$ cat src/core/slc_map.vh
/*
 header of constants for the link connect and no-amp mode block
 assumes inclusion by its bare name from core design files
*/
`ifndef SLC_MAP_VH
`define SLC_MAP_VH
// ----------------------------------------------------------------
// register byte offsets
// ----------------------------------------------------------------
`define SLC_OFS_CMD        4'h0
`define SLC_OFS_STAT       4'h4
`define SLC_OFS_FLAG       4'h8
`define SLC_OFS_AXCTL      4'hC
// ----------------------------------------------------------------
// command codes, 16-bit two's complement
// ----------------------------------------------------------------
`define SLC_CMD_NONE       16'h0000
`define SLC_CMD_EXEC       16'hFFFE
`define SLC_CMD_CONNECT    16'hFFF6
`define SLC_CMD_SIM1       16'hFFEC
`define SLC_CMD_SIM2       16'hFFEB
`define SLC_CMD_REL        16'hFFE7
`define SLC_AXIS_MIN       16'h0001
`define SLC_AXIS_MAX       16'h0020
// ----------------------------------------------------------------
// status codes
// ----------------------------------------------------------------
`define SLC_ST_ACCEPT      16'h0000
`define SLC_ST_WAIT        16'hFFFF
`define SLC_ST_BUSY        16'hFFFE
// ----------------------------------------------------------------
// pending request kinds
// ----------------------------------------------------------------
`define SLC_REQ_DISC       3'h0
`define SLC_REQ_CONN       3'h1
`define SLC_REQ_SIM1       3'h2
`define SLC_REQ_SIM2       3'h3
`define SLC_REQ_REL        3'h4
// ----------------------------------------------------------------
// timing
// ----------------------------------------------------------------
`define SLC_CYCLE_NS       888000
`define SLC_CLK_NS         50
`define SLC_BUSY_CYC       16'h0004
`define SLC_BUSY_NONE      16'h0000
`define SLC_BUSY_STEP      16'h0001
`endif

$ cat src/core/slc_top.v
/*
 link connect/disconnect and no-amplifier mode command interpreter,
 with an AHB-Lite register slave.
 assumes one 20 MHz clock, a synchronous reset, single-word transfers
 and an external link engine that reports its chain and the driver line
*/
// The placing of the registers and the AHB-Lite slave port were decided locally.
`timescale 1ns/10ps
`default_nettype none
module slc_top #(
	parameter CYC_DIV = 17760,
	parameter NAX     = 32
) (
	// clock and reset
	input  wire        CLK,
	input  wire        RST,
	// ahb-lite slave
	input  wire        HSEL,
	input  wire [31:0] HADDR,
	input  wire [1:0]  HTRANS,
	input  wire        HWRITE,
	input  wire [2:0]  HSIZE,
	input  wire [31:0] HWDATA,
	input  wire        HREADY,
	output wire        HREADYOUT,
	output wire        HRESP,
	output reg  [31:0] HRDATA,
	// link side
	input  wire [NAX-1:0] AXIS_PRESENT,
	input  wire [NAX-1:0] AXIS_SECONDARY,
	input  wire        DRIVER_COMM_LINE,
	input  wire        FORCED_STOP_INPUT,
	output reg  [NAX-1:0] AXIS_CONNECTED,
	output reg         NO_AMP_MODE_STATUS,
	output reg         FORCED_STOP_ACTIVE
);
`include "slc_map.vh"

	// ------------------------------------------------------------
	// states
	// ------------------------------------------------------------
	localparam ST_IDLE = 3'b001;
	localparam ST_WAIT = 3'b010;
	localparam ST_BUSY = 3'b100;

	// ------------------------------------------------------------
	// pin synchronisers
	// ------------------------------------------------------------
	reg [NAX-1:0] pres_m_q, pres_q, sec_m_q, sec_q;
	reg           drv_m_q, drv_q, estop_m_q, estop_q;

	always @(posedge CLK) begin
		pres_m_q  <= AXIS_PRESENT;
		pres_q    <= pres_m_q;
		sec_m_q   <= AXIS_SECONDARY;
		sec_q     <= sec_m_q;
		drv_m_q   <= DRIVER_COMM_LINE;
		drv_q     <= drv_m_q;
		estop_m_q <= FORCED_STOP_INPUT;
		estop_q   <= estop_m_q;
	end

	// ------------------------------------------------------------
	// operation cycle
	// ------------------------------------------------------------
	wire tick;

	slc_tick #(
		.DIV (CYC_DIV)
	) u_tick (
		.clk  (CLK),
		.rst  (RST),
		.tick (tick)
	);

	// ------------------------------------------------------------
	// ahb-lite slave
	// ------------------------------------------------------------
	reg        dph_wr_q;
	reg [3:0]  dph_ofs_q;
	reg [15:0] cmd_q;
	reg [15:0] stat_q;
	reg        sim_q;
	reg        sim_ign_q;
	reg [2:0]  st_q;
	reg [2:0]  req_q;
	reg [4:0]  req_ax_q;
	reg [15:0] busy_q;
	wire       aph = HSEL & HREADY & HTRANS[1];
	// only the first four words are mapped
	wire       hit = (HADDR[31:4] == 28'h000_0000);

	assign HREADYOUT = 1'b1;
	assign HRESP     = 1'b0;

	always @(posedge CLK) begin
		if (RST) begin
			dph_wr_q  <= 1'b0;
			dph_ofs_q <= 4'h0;
		end else begin
			dph_wr_q  <= aph & HWRITE & hit;
			dph_ofs_q <= {HADDR[3:2], 2'b00};
		end
	end

	// read word chosen at the address phase
	reg [31:0] rd_d;

	always @* begin
		rd_d = 32'h0000_0000;
		if (hit) begin
			case ({HADDR[3:2], 2'b00})
			`SLC_OFS_CMD:   rd_d = {16'h0000, cmd_q};
			`SLC_OFS_STAT:  rd_d = {16'h0000, stat_q};
			`SLC_OFS_FLAG:  rd_d = {30'h0000_0000, sim_ign_q, sim_q};
			`SLC_OFS_AXCTL: rd_d = AXIS_CONNECTED;
			default:        rd_d = 32'h0000_0000;
			endcase
		end
	end

	// read data registered at the address phase
	always @(posedge CLK) begin
		if (RST) begin
			HRDATA <= 32'h0000_0000;
		end else if (aph & ~HWRITE) begin
			HRDATA <= rd_d;
		end
	end

	wire cmd_wr = dph_wr_q & (dph_ofs_q == `SLC_OFS_CMD);

	// ------------------------------------------------------------
	// command decode
	// ------------------------------------------------------------
	wire is_axis = (cmd_q >= `SLC_AXIS_MIN) & (cmd_q <= `SLC_AXIS_MAX);
	wire [4:0] axn = cmd_q[4:0] - 5'h01;
	wire drv_ok = ~drv_q | (axn == 5'h00);
	wire can_disc = is_axis & AXIS_CONNECTED[axn] & pres_q[axn] & drv_ok;
	wire is_conn  = (cmd_q == `SLC_CMD_CONNECT);
	wire is_sim   = (cmd_q == `SLC_CMD_SIM1) | (cmd_q == `SLC_CMD_SIM2);
	wire is_rel   = (cmd_q == `SLC_CMD_REL);

	// downstream mask: named axis and all after it
	reg [NAX-1:0] down_mask;
	reg [NAX-1:0] conn_mask;
	integer i;
	always @* begin
		down_mask = {NAX{1'b0}};
		conn_mask = {NAX{1'b0}};
		for (i = 0; i < NAX; i = i + 1) begin
			if (i >= req_ax_q)
				down_mask[i] = 1'b1;
			if (pres_q[i] & ~sec_q[i] & (~drv_q | (i == 0)))
				conn_mask[i] = 1'b1;
		end
	end

	// ------------------------------------------------------------
	// command register: host writes, cleared only by host or reset
	// ------------------------------------------------------------
	always @(posedge CLK) begin
		if (RST)
			cmd_q <= `SLC_CMD_NONE;
		else if (cmd_wr)
			cmd_q <= HWDATA[15:0];
	end

	// ------------------------------------------------------------
	// accept decode: request the idle state would take
	// ------------------------------------------------------------
	reg       acc_ok;
	reg [2:0] acc_req;

	always @* begin
		acc_ok  = 1'b0;
		acc_req = `SLC_REQ_DISC;
		if (sim_q) begin
			if (is_rel) begin
				acc_ok  = 1'b1;
				acc_req = `SLC_REQ_REL;
			end
		end else if (can_disc) begin
			acc_ok  = 1'b1;
			acc_req = `SLC_REQ_DISC;
		end else if (is_conn) begin
			acc_ok  = 1'b1;
			acc_req = `SLC_REQ_CONN;
		end else if (is_sim) begin
			acc_ok  = 1'b1;
			acc_req = (cmd_q == `SLC_CMD_SIM1) ?
				`SLC_REQ_SIM1 : `SLC_REQ_SIM2;
		end
	end

	// ------------------------------------------------------------
	// sequencer: next values, taken only on the operation tick
	// ------------------------------------------------------------
	reg [2:0]     st_d;
	reg [15:0]    stat_d;
	reg [2:0]     req_d;
	reg [4:0]     req_ax_d;
	reg [15:0]    busy_d;
	reg           sim_d;
	reg           sim_ign_d;
	reg [NAX-1:0] conn_d;

	always @* begin
		st_d      = st_q;
		stat_d    = stat_q;
		req_d     = req_q;
		req_ax_d  = req_ax_q;
		busy_d    = busy_q;
		sim_d     = sim_q;
		sim_ign_d = sim_ign_q;
		conn_d    = AXIS_CONNECTED;
		case (st_q)
		ST_IDLE: begin
			if (acc_ok) begin
				req_d    = acc_req;
				req_ax_d = axn;
				st_d     = ST_WAIT;
				stat_d   = `SLC_ST_WAIT;
			end
		end
		ST_WAIT: begin
			if (cmd_q == `SLC_CMD_EXEC) begin
				st_d   = ST_BUSY;
				busy_d = `SLC_BUSY_CYC;
				stat_d = `SLC_ST_BUSY;
			end
		end
		ST_BUSY: begin
			if (busy_q != `SLC_BUSY_NONE) begin
				busy_d = busy_q - `SLC_BUSY_STEP;
			end else begin
				case (req_q)
				`SLC_REQ_DISC:
					conn_d = AXIS_CONNECTED & ~down_mask;
				`SLC_REQ_CONN:
					conn_d = AXIS_CONNECTED | conn_mask;
				`SLC_REQ_SIM1: begin
					sim_d     = 1'b1;
					sim_ign_d = 1'b1;
				end
				`SLC_REQ_SIM2: begin
					sim_d     = 1'b1;
					sim_ign_d = 1'b0;
				end
				`SLC_REQ_REL: begin
					sim_d     = 1'b0;
					sim_ign_d = 1'b0;
				end
				default: begin
					sim_d     = sim_q;
					sim_ign_d = sim_ign_q;
				end
				endcase
				st_d   = ST_IDLE;
				stat_d = `SLC_ST_ACCEPT;
			end
		end
		default: begin
			st_d   = ST_IDLE;
			stat_d = `SLC_ST_ACCEPT;
		end
		endcase
	end

	// ------------------------------------------------------------
	// sequencer: registers
	// ------------------------------------------------------------
	always @(posedge CLK) begin
		if (RST) begin
			st_q           <= ST_IDLE;
			stat_q         <= `SLC_ST_ACCEPT;
			req_q          <= `SLC_REQ_DISC;
			req_ax_q       <= 5'h00;
			busy_q         <= `SLC_BUSY_NONE;
			sim_q          <= 1'b0;
			sim_ign_q      <= 1'b0;
			AXIS_CONNECTED <= {NAX{1'b1}};
		end else if (tick) begin
			st_q           <= st_d;
			stat_q         <= stat_d;
			req_q          <= req_d;
			req_ax_q       <= req_ax_d;
			busy_q         <= busy_d;
			sim_q          <= sim_d;
			sim_ign_q      <= sim_ign_d;
			AXIS_CONNECTED <= conn_d;
		end
	end

	// ------------------------------------------------------------
	// status outputs
	// ------------------------------------------------------------
	always @(posedge CLK) begin
		if (RST) begin
			NO_AMP_MODE_STATUS <= 1'b0;
			FORCED_STOP_ACTIVE <= 1'b0;
		end else begin
			NO_AMP_MODE_STATUS <= sim_q;
			FORCED_STOP_ACTIVE <= estop_q & ~sim_ign_q;
		end
	end
endmodule
`default_nettype wire

$ cat src/core/slc_tick.v
/*
 operation-cycle divider: one-cycle enable pulse every DIV clocks
 assumes a single clock and a synchronous active-high reset
*/
`timescale 1ns/10ps
`default_nettype none
module slc_tick #(
	parameter DIV = 17760
) (
	// clock and reset
	input  wire clk,
	input  wire rst,
	// enable out
	output reg  tick
);
	reg [31:0] cnt_q;

	always @(posedge clk) begin
		if (rst) begin
			cnt_q <= 32'h0000_0000;
			tick  <= 1'b0;
		end else if (cnt_q >= DIV - 1) begin
			cnt_q <= 32'h0000_0000;
			tick  <= 1'b1;
		end else begin
			cnt_q <= cnt_q + 32'h0000_0001;
			tick  <= 1'b0;
		end
	end
endmodule
`default_nettype wire

$ cat config.mk
export PLATFORM = sky130hd
export DESIGN_NAME = slc_top
export DESIGN_NICKNAME = d
export VERILOG_FILES = /design/src/core/slc_top.v /design/src/core/slc_tick.v
export VERILOG_INCLUDE_DIRS = /design/src /design/src/core
export SDC_FILE = /design/constraint.sdc
export NUM_CORES = 1
export LEC_CHECK = 0
export ABC_CLOCK_PERIOD_IN_PS = 5600
export BUFFER_PORTS_ARGS = -buffer_cell sky130_fd_sc_hd__buf_2
export CAP_MARGIN = 5
export CELL_PAD_IN_SITES_DETAIL_PLACEMENT = 1
export CELL_PAD_IN_SITES_GLOBAL_PLACEMENT = 1
export CORE_ASPECT_RATIO = 1.2
export CORE_MARGIN = 1.5
export CORE_UTILIZATION = 44
export DETAILED_ROUTE_END_ITERATION = 8
export GPL_ROUTABILITY_DRIVEN = 1
export PLACE_DENSITY = 0.86
export REMOVE_ABC_BUFFERS = 1
export SLEW_MARGIN = 30
export SYNTH_ARGS = -nofsm -noshare
export SYNTH_HDL_FRONTEND = slang
export SYNTH_SLANG_ARGS = --single-unit
$ cat constraint.sdc
create_clock -name CLK -period 5.6 [get_ports CLK]
set_clock_uncertainty 0.15 [all_clocks]
set_input_delay 1.12 -clock CLK [delete_from_list [all_inputs] [get_ports CLK]]
set_output_delay 1.12 -clock CLK [all_outputs]
set_load 0.05 [all_outputs]
== Yosys cells after proc, flatten, opt, wreduce, memory -nomap -nowiden ==
Cells that the tools add are included.

* Register bits: 297
* Output and inout bits: 68

* Muxes and demuxes: 95
* $lt $le $gt $ge: 35
* Bitwise gates (word level): 115
* Add/subtract/negate cells: 3
* Reductions and logical operators: 19
* Eq/ne operators: 19

{| class="wikitable"
|+ Operator list
! operator !! number
|-
| case mux 32 bit (4 select lines) || 1
|-
| == test 16 bit (second input constant) || 5
|-
| two-way mux 16 bit || 5
|-
| greater-or-equal comparator 5 bit (first input constant) || 15
|-
| AND 1 bit || 74
|-
| two-way mux 1 bit || 72
|-
| case mux 32 bit (2 select lines) || 1
|-
| case mux 16 bit (3 select lines) || 1
|-
| greater-or-equal comparator 4 x 5 -> 1 bit (first input constant) || 8
|-
| inverter 1 bit || 36
|-
| adder 32 x 1 -> 32 bit (second input constant) || 1
|-
| AND 32 bit || 1
|-
| greater-or-equal comparator 32 x 15 -> 1 bit (second input constant) || 1
|-
| two-way mux 32 bit || 1
|-
| inverter 32 bit || 1
|-
| OR 32 bit || 1
|-
| case mux 16 bit (2 select lines) || 1
|-
| logical NOT 28 bit || 1
|-
| greater-or-equal comparator 3 x 5 -> 1 bit (first input constant) || 4
|-
| AND reduction 4 bit || 5
|-
| greater-or-equal comparator 16 x 1 -> 1 bit (second input constant) || 1
|-
| less-or-equal comparator 16 x 6 -> 1 bit (second input constant) || 1
|-
| nonzero test 16 bit || 1
|-
| subtractor 16 x 1 -> 16 bit (second input constant) || 1
|-
| 23 further kinds || 47
|}

== Logic depth before layout (Yosys ltp) ==
* Depth in word-level cells: 10
* Depth in mapped cells: 11

== By module ==
A second synthesis with hierarchy kept.

* Cell total of the unflattened synthesis: 994
* Area total of the unflattened synthesis: 9,698.1 µm²

{| class="wikitable"
|+ Modules (own cells, without submodules)
! module !! instances !! area an instance (µm²) !! sequential area each (µm²) !! cells an instance
|-
| slc_top || 1 || 8,578.2 || 4,944.7 || 888
|-
| slc_tick || 1 || 1,119.8 || 660.6 || 106
|}

== Worst setup path before layout ==
No wires, ideal clock.

* Path type: reg-to-reg
* From: register cmd_q[0]
* To: register req_q[1]
* Slack: 2.218 ns
* Arrival time: 3.111 ns
* Cell stages (with the launch flop): 11
* Period minus slack after synthesis: 3.382 ns
* Path buffers: 1
* Required time: 5.329 ns
* Cell sequence: dfxtp_1 > clkbuf_1 > inv_1 > ha_1 > or4b_1 > a2111oi_0 > nand3b_1 > a2111oi_1 > o41a_1 > and3_1 > mux2_2

* Word-level cells in the longest chain between the ends: 9
* Elaborated cells between the ends (all ways): 28

{| class="wikitable"
|+ Ends and longest elaborated chain
! element !! RTL line !! RTL
|-
| from (decl) || slc_top.v:81 || <nowiki>reg [15:0] cmd_q;</nowiki>
|-
| from (signal assigned) || slc_top.v:164 || <nowiki>cmd_q <= `SLC_CMD_NONE;</nowiki>
|-
| from (signal assigned) || slc_top.v:166 || <nowiki>cmd_q <= HWDATA[15:0];</nowiki>
|-
| subtractor 5 x 1 -> 5 bit * || slc_top.v:137 || <nowiki>wire [4:0] axn = cmd_q[4:0] - 5'h01;</nowiki>
|-
| net axn[0] || slc_top.v:137 ||
|-
| binary-select mux 1 bit (select 5 bit) || slc_top.v:139 || <nowiki>wire can_disc = is_axis & AXIS_CONNECTED[axn] & pres_q[axn] & drv_ok;</nowiki>
|-
| two-way mux 1 bit (not written as such) || slc_top.v:139 ||
|-
| AND 1 bit (2 in series) || slc_top.v:139 ||
|-
| AND 1 bit * || slc_top.v:139 ||
|-
| two-way mux 1 bit || slc_top.v:183 || <nowiki>end else if (can_disc) begin</nowiki>
|-
| two-way mux 1 bit || slc_top.v:178 || <nowiki>if (sim_q) begin</nowiki>
|-
| AND reduction 3 bit (no line) || n/a ||
|-
| to (signal assigned) || slc_top.v:277 || <nowiki>req_q <= `SLC_REQ_DISC;</nowiki>
|-
| to (signal assigned) || slc_top.v:286 || <nowiki>req_q <= req_d;</nowiki>
|-
| to (decl) || slc_top.v:86 || <nowiki>reg [2:0] req_q;</nowiki>
|}

Mark *: on every way through the listed nets, which the timed path passes. The rest lies on a longest branch. The select of a mux whose other input is x is not followed.
A chain may end at the register's enable or synchronous reset.

== Final worst setup path ==
* From: register cmd_q[0]
* To: register req_ax_q[0]

* Word-level cells in the longest chain between the ends: 9
* Elaborated cells between the ends (all ways): 24

{| class="wikitable"
|+ Ends and longest elaborated chain
! element !! RTL line !! RTL
|-
| subtractor 5 x 1 -> 5 bit * || slc_top.v:137 ||
|-
| net axn[0] || slc_top.v:137 ||
|-
| binary-select mux 1 bit (select 5 bit) || slc_top.v:139 ||
|-
| two-way mux 1 bit (not written as such) || slc_top.v:139 ||
|-
| AND 1 bit (3 in series) || slc_top.v:139 ||
|-
| two-way mux 1 bit || slc_top.v:183 ||
|-
| two-way mux 1 bit || slc_top.v:178 ||
|-
| AND reduction 3 bit (no line) || n/a ||
|-
| to (signal assigned) || slc_top.v:287 || <nowiki>req_ax_q <= req_ax_d;</nowiki>
|-
| to (decl) || slc_top.v:87 || <nowiki>reg [4:0] req_ax_q;</nowiki>
|}

Marks and branches as above.

==> flow_summary.ini <==
[run_status]
status = finished clean

[floorplanning]
rows = 59
io_pins = 208
die_h_um = 165
core-area_mm2 = 0.0216
dieWidth_um = 138
start_util_pct = 44.6
dieArea_mm2 = 0.0228

[logic_synthesis]
synth_area_leader_cell = dfxtp_1
synth_ff_type = dfxtp_1
ys_seq_area_share_pct = 58.3
async_reset_ff_share_pct = 0
ys_warn_count = 0
synth_top_area_share_pct = 58.3
synthTopCellsByArea = dfxtp_1 (58%), nand2_1 (3.7%), nor2_1 (3.1%)
syn_avg_cell_area_um2 = 10.1
synth_edf_count = 0
synth_seq_cells = 280
synthCells = 952
syn-cell-area_mm2 = 0.00962
ys_types = 66

[clock_tree]
root_buffer = clkbuf_16
clk-insertion-delay-late_ns = 0.54
clk_pin_slew_ns = 0.07
cts_resized = 0
cts_tree = built
ctsHoldBuffers = 0
post_cts_buffers = 0
cts-buffers-inserted = 28
clock_sinks = 280
clockBufferDepth = 3
ctsHtreeMaxLevel = 1

[sta]
setup_viol = 0
hold_violations = 0
final-max-slew-violation-count = 0
finalCritPeriodShare_pct = 77.6
fmax_mhz = 230
period_minus_slack_ns = 4.34
setup_tns_ns = 0
slew_headroom_pct = 40.2
setup_ws_ns = 1.26
max_slew.worst_pin.slew_ns = 0.893
rsz0062_at_grt = no

[detailed_routing]
dr.pass1.iters = 5
viasPerCell = 5.56
wl_per_cell_um = 20.3
drt_iter0_markers = 532
finalWirelength_mm = 29.1
drc = 0
num_vias = 7973
ant_nets = 0

[layout]
multiInputGateArea_mm2 = 0.00379
seq_area_mm2 = 0.00561
finalNetCount = 1285
drive_gt1_share_pct = 23.6
fill_cells = 2438
syn_to_final_growth_pct = 22.9

[power]
irDropWorstVdd_v = 0.000289
powerDensity_mw_per_mm2 = 358
p_leak_nw = 4.69

[worst_setup_path]
cp_slowest_cell = a2111oi_0
cp_cell_sequence = buf_4 -> inv_1 -> ha_1 -> or4b_1 -> a2111oi_0 -> nand3b_1 -> a2111oi_1 -> o311ai_1 -> a21o_1 -> a211oi_1
cp-start-kind = register
arrival_ns = 4.63
critPathMaxFanout = 16
critPathMaxStageDelay_ns = 0.79
cp-end-kind = register
crit_required_ns = 5.89
critPathKind = register to register

[place]
hpwl_mm = 20.0
numPortBuffers = 183
place_congestion = 0.812
dpl_worst_slack_ns = 1.39

[global_route]
antenna_found_initial = 0
grt_pass1_wl_mm = 44.2
grt_remaining_overflow = 0
grt_pass1_vias = 8536
grt_start_max_net_pins = 70
track_usage_pct = 25.3

[worst_hold_path]
hold_path_class = register to register

[run]
max_cap_violations = 0
final timing paths:
kind | startpoint | end | slack, ns | cells after the start
setup / recovery | cmd_q[0] | req_ax_q[0] | 1.26 | 10
setup reg to reg | cmd_q[0] | req_ax_q[0] | 1.26 | 10
hold reg to reg | pres_m_q[26] | pres_q[26] | 0.17 | 0
hold / removal | pres_m_q[26] | pres_q[26] | 0.17 | 0
Yosys cell counts, types with 9 or more instances:
| cell | n |
|---|---|
| nor3b_2 | 20 |
| xnor2_1 | 9 |
| dfxtp_1 | 280 |
| nand2_1 | 95 |
| a211oi_1 | 13 |
| nand3_1 | 44 |
| a211o_1 | 25 |
| xor2_1 | 24 |
| nand4_1 | 15 |
| a22oi_1 | 17 |
| o21ai_0 | 37 |
| nor2_1 | 80 |
| a21oi_1 | 58 |
| nor3b_1 | 11 |
| nand3b_1 | 12 |
| clkbuf_1 | 42 |
| and3_1 | 12 |
| inv_1 | 21 |
| a31oi_1 | 17 |
| nor3_1 | 13 |
| nor4_1 | 16 |
registers in the layout, indices dropped and copies added, names as in the netlist, 32 cells and up:
name / cells
AXIS_CONNECTED: 32
HRDATA: 32
pres_m_q: 32
pres_q: 32
sec_m_q: 32
sec_q: 32
u_tick.cnt_q: 32
through the flow:
step / instance area, um2 / instances / power, mW / hold WS, ns / utilization [%]
3_5_place_dp: 10800 / 1382 / 2.22 / 0.163 / 50.0
4_1_cts: 11800 / 1433 / 4.27 / 0.177 / 54.8
5_1_grt: 11800 / 1433 / 4.37 / 0.184 / 54.8
2_1_floorplan: 9470 / 919 / 2.14 / 0.160 / -
6_report: 11800 / 1434 / 4.24 / 0.174 / 54.8
3_3_place_gp: 10800 / 1382 / 2.21 / 0.161 / 50.0
cells in the final DEF, fill, tap and decap left out, drive strengths merged, types with 4 or more instances in the layout:
cell / synthesis / layout
and2: 5 / 5
buf: 8 / 189
o21ai: 38 / 38
and3: 12 / 12
xnor2: 9 / 9
bufinv: 0 / 5
a211o: 25 / 25
clkinv: 0 / 4
a211oi: 13 / 13
clkbuf: 42 / 39
nand4: 15 / 15
a21oi: 58 / 58
inv: 21 / 24
nand3b: 12 / 12
ha: 7 / 7
a31oi: 17 / 17
nand2b: 4 / 4
o21bai: 5 / 5
conb: 2 / 19
a22oi: 17 / 17
nand2: 95 / 95
xor2: 24 / 24
nor2b: 8 / 8
dfxtp: 280 / 280
nand4b: 5 / 5
nor3b: 31 / 31
nor4: 16 / 16
nor2: 80 / 80
mux4: 4 / 4
nor3: 14 / 14
nand3: 44 / 44
critical path: cells and delay by family (launching register included):
kind,cells,cell delay (ns)
AOI/OAI and AO/OA,5,2.35
adders and majority gates,1,0.24
buffers and inverters,2,0.52
DFF,1,0.30
and+or+nand+nor,2,0.68
power breakdown:
| part | switching [mW] | internal [mW] |
|---|---|---|
| registers | 0.0253 | 2.05 |
| clock network | 0.780 | 1.28 |
| logic | 0.0533 | 0.0449 |
| total | 0.859 | 3.38 |
routing by layer:
metal  up-vias  GRT usage, %  routed length (um)
li1       3710             -                   -
met1      3868          27.3               10700
met2       296          46.8               15400
met3        99          4.70                1640
met4         0          12.3                1340
met5         -             0                   0
cell type report:
type                            count  area share (%)
Sequential cell                   280            47.4
Multi-Input combinational cell    618            32.0
Timing Repair Buffer              189            8.15
Clock buffer                       39            7.13
Tap cell                          274            2.90
Clock inverter                     12            1.66
Inverter                           21           0.667
Antenna cell                        1          0.0212
cells by family (layout without fill, tap and decap cells):
kind of cell               after synthesis  count (layout)  share of synthesized area [%]
DFF                                    280             280                           58.3
and+or+nand+nor                        355             355                           20.2
other                                    2              20                         0.0781
xor gates and xnor gates                33              33                           3.01
buffers and inverters                   71             261                           3.03
adders and majority gates                7               7                          0.911
muxes                                    7               7                           1.26
AOI/OAI and AO/OA                      197             197                           13.2
Note: power is estimated with default switching activity, not from simulation.
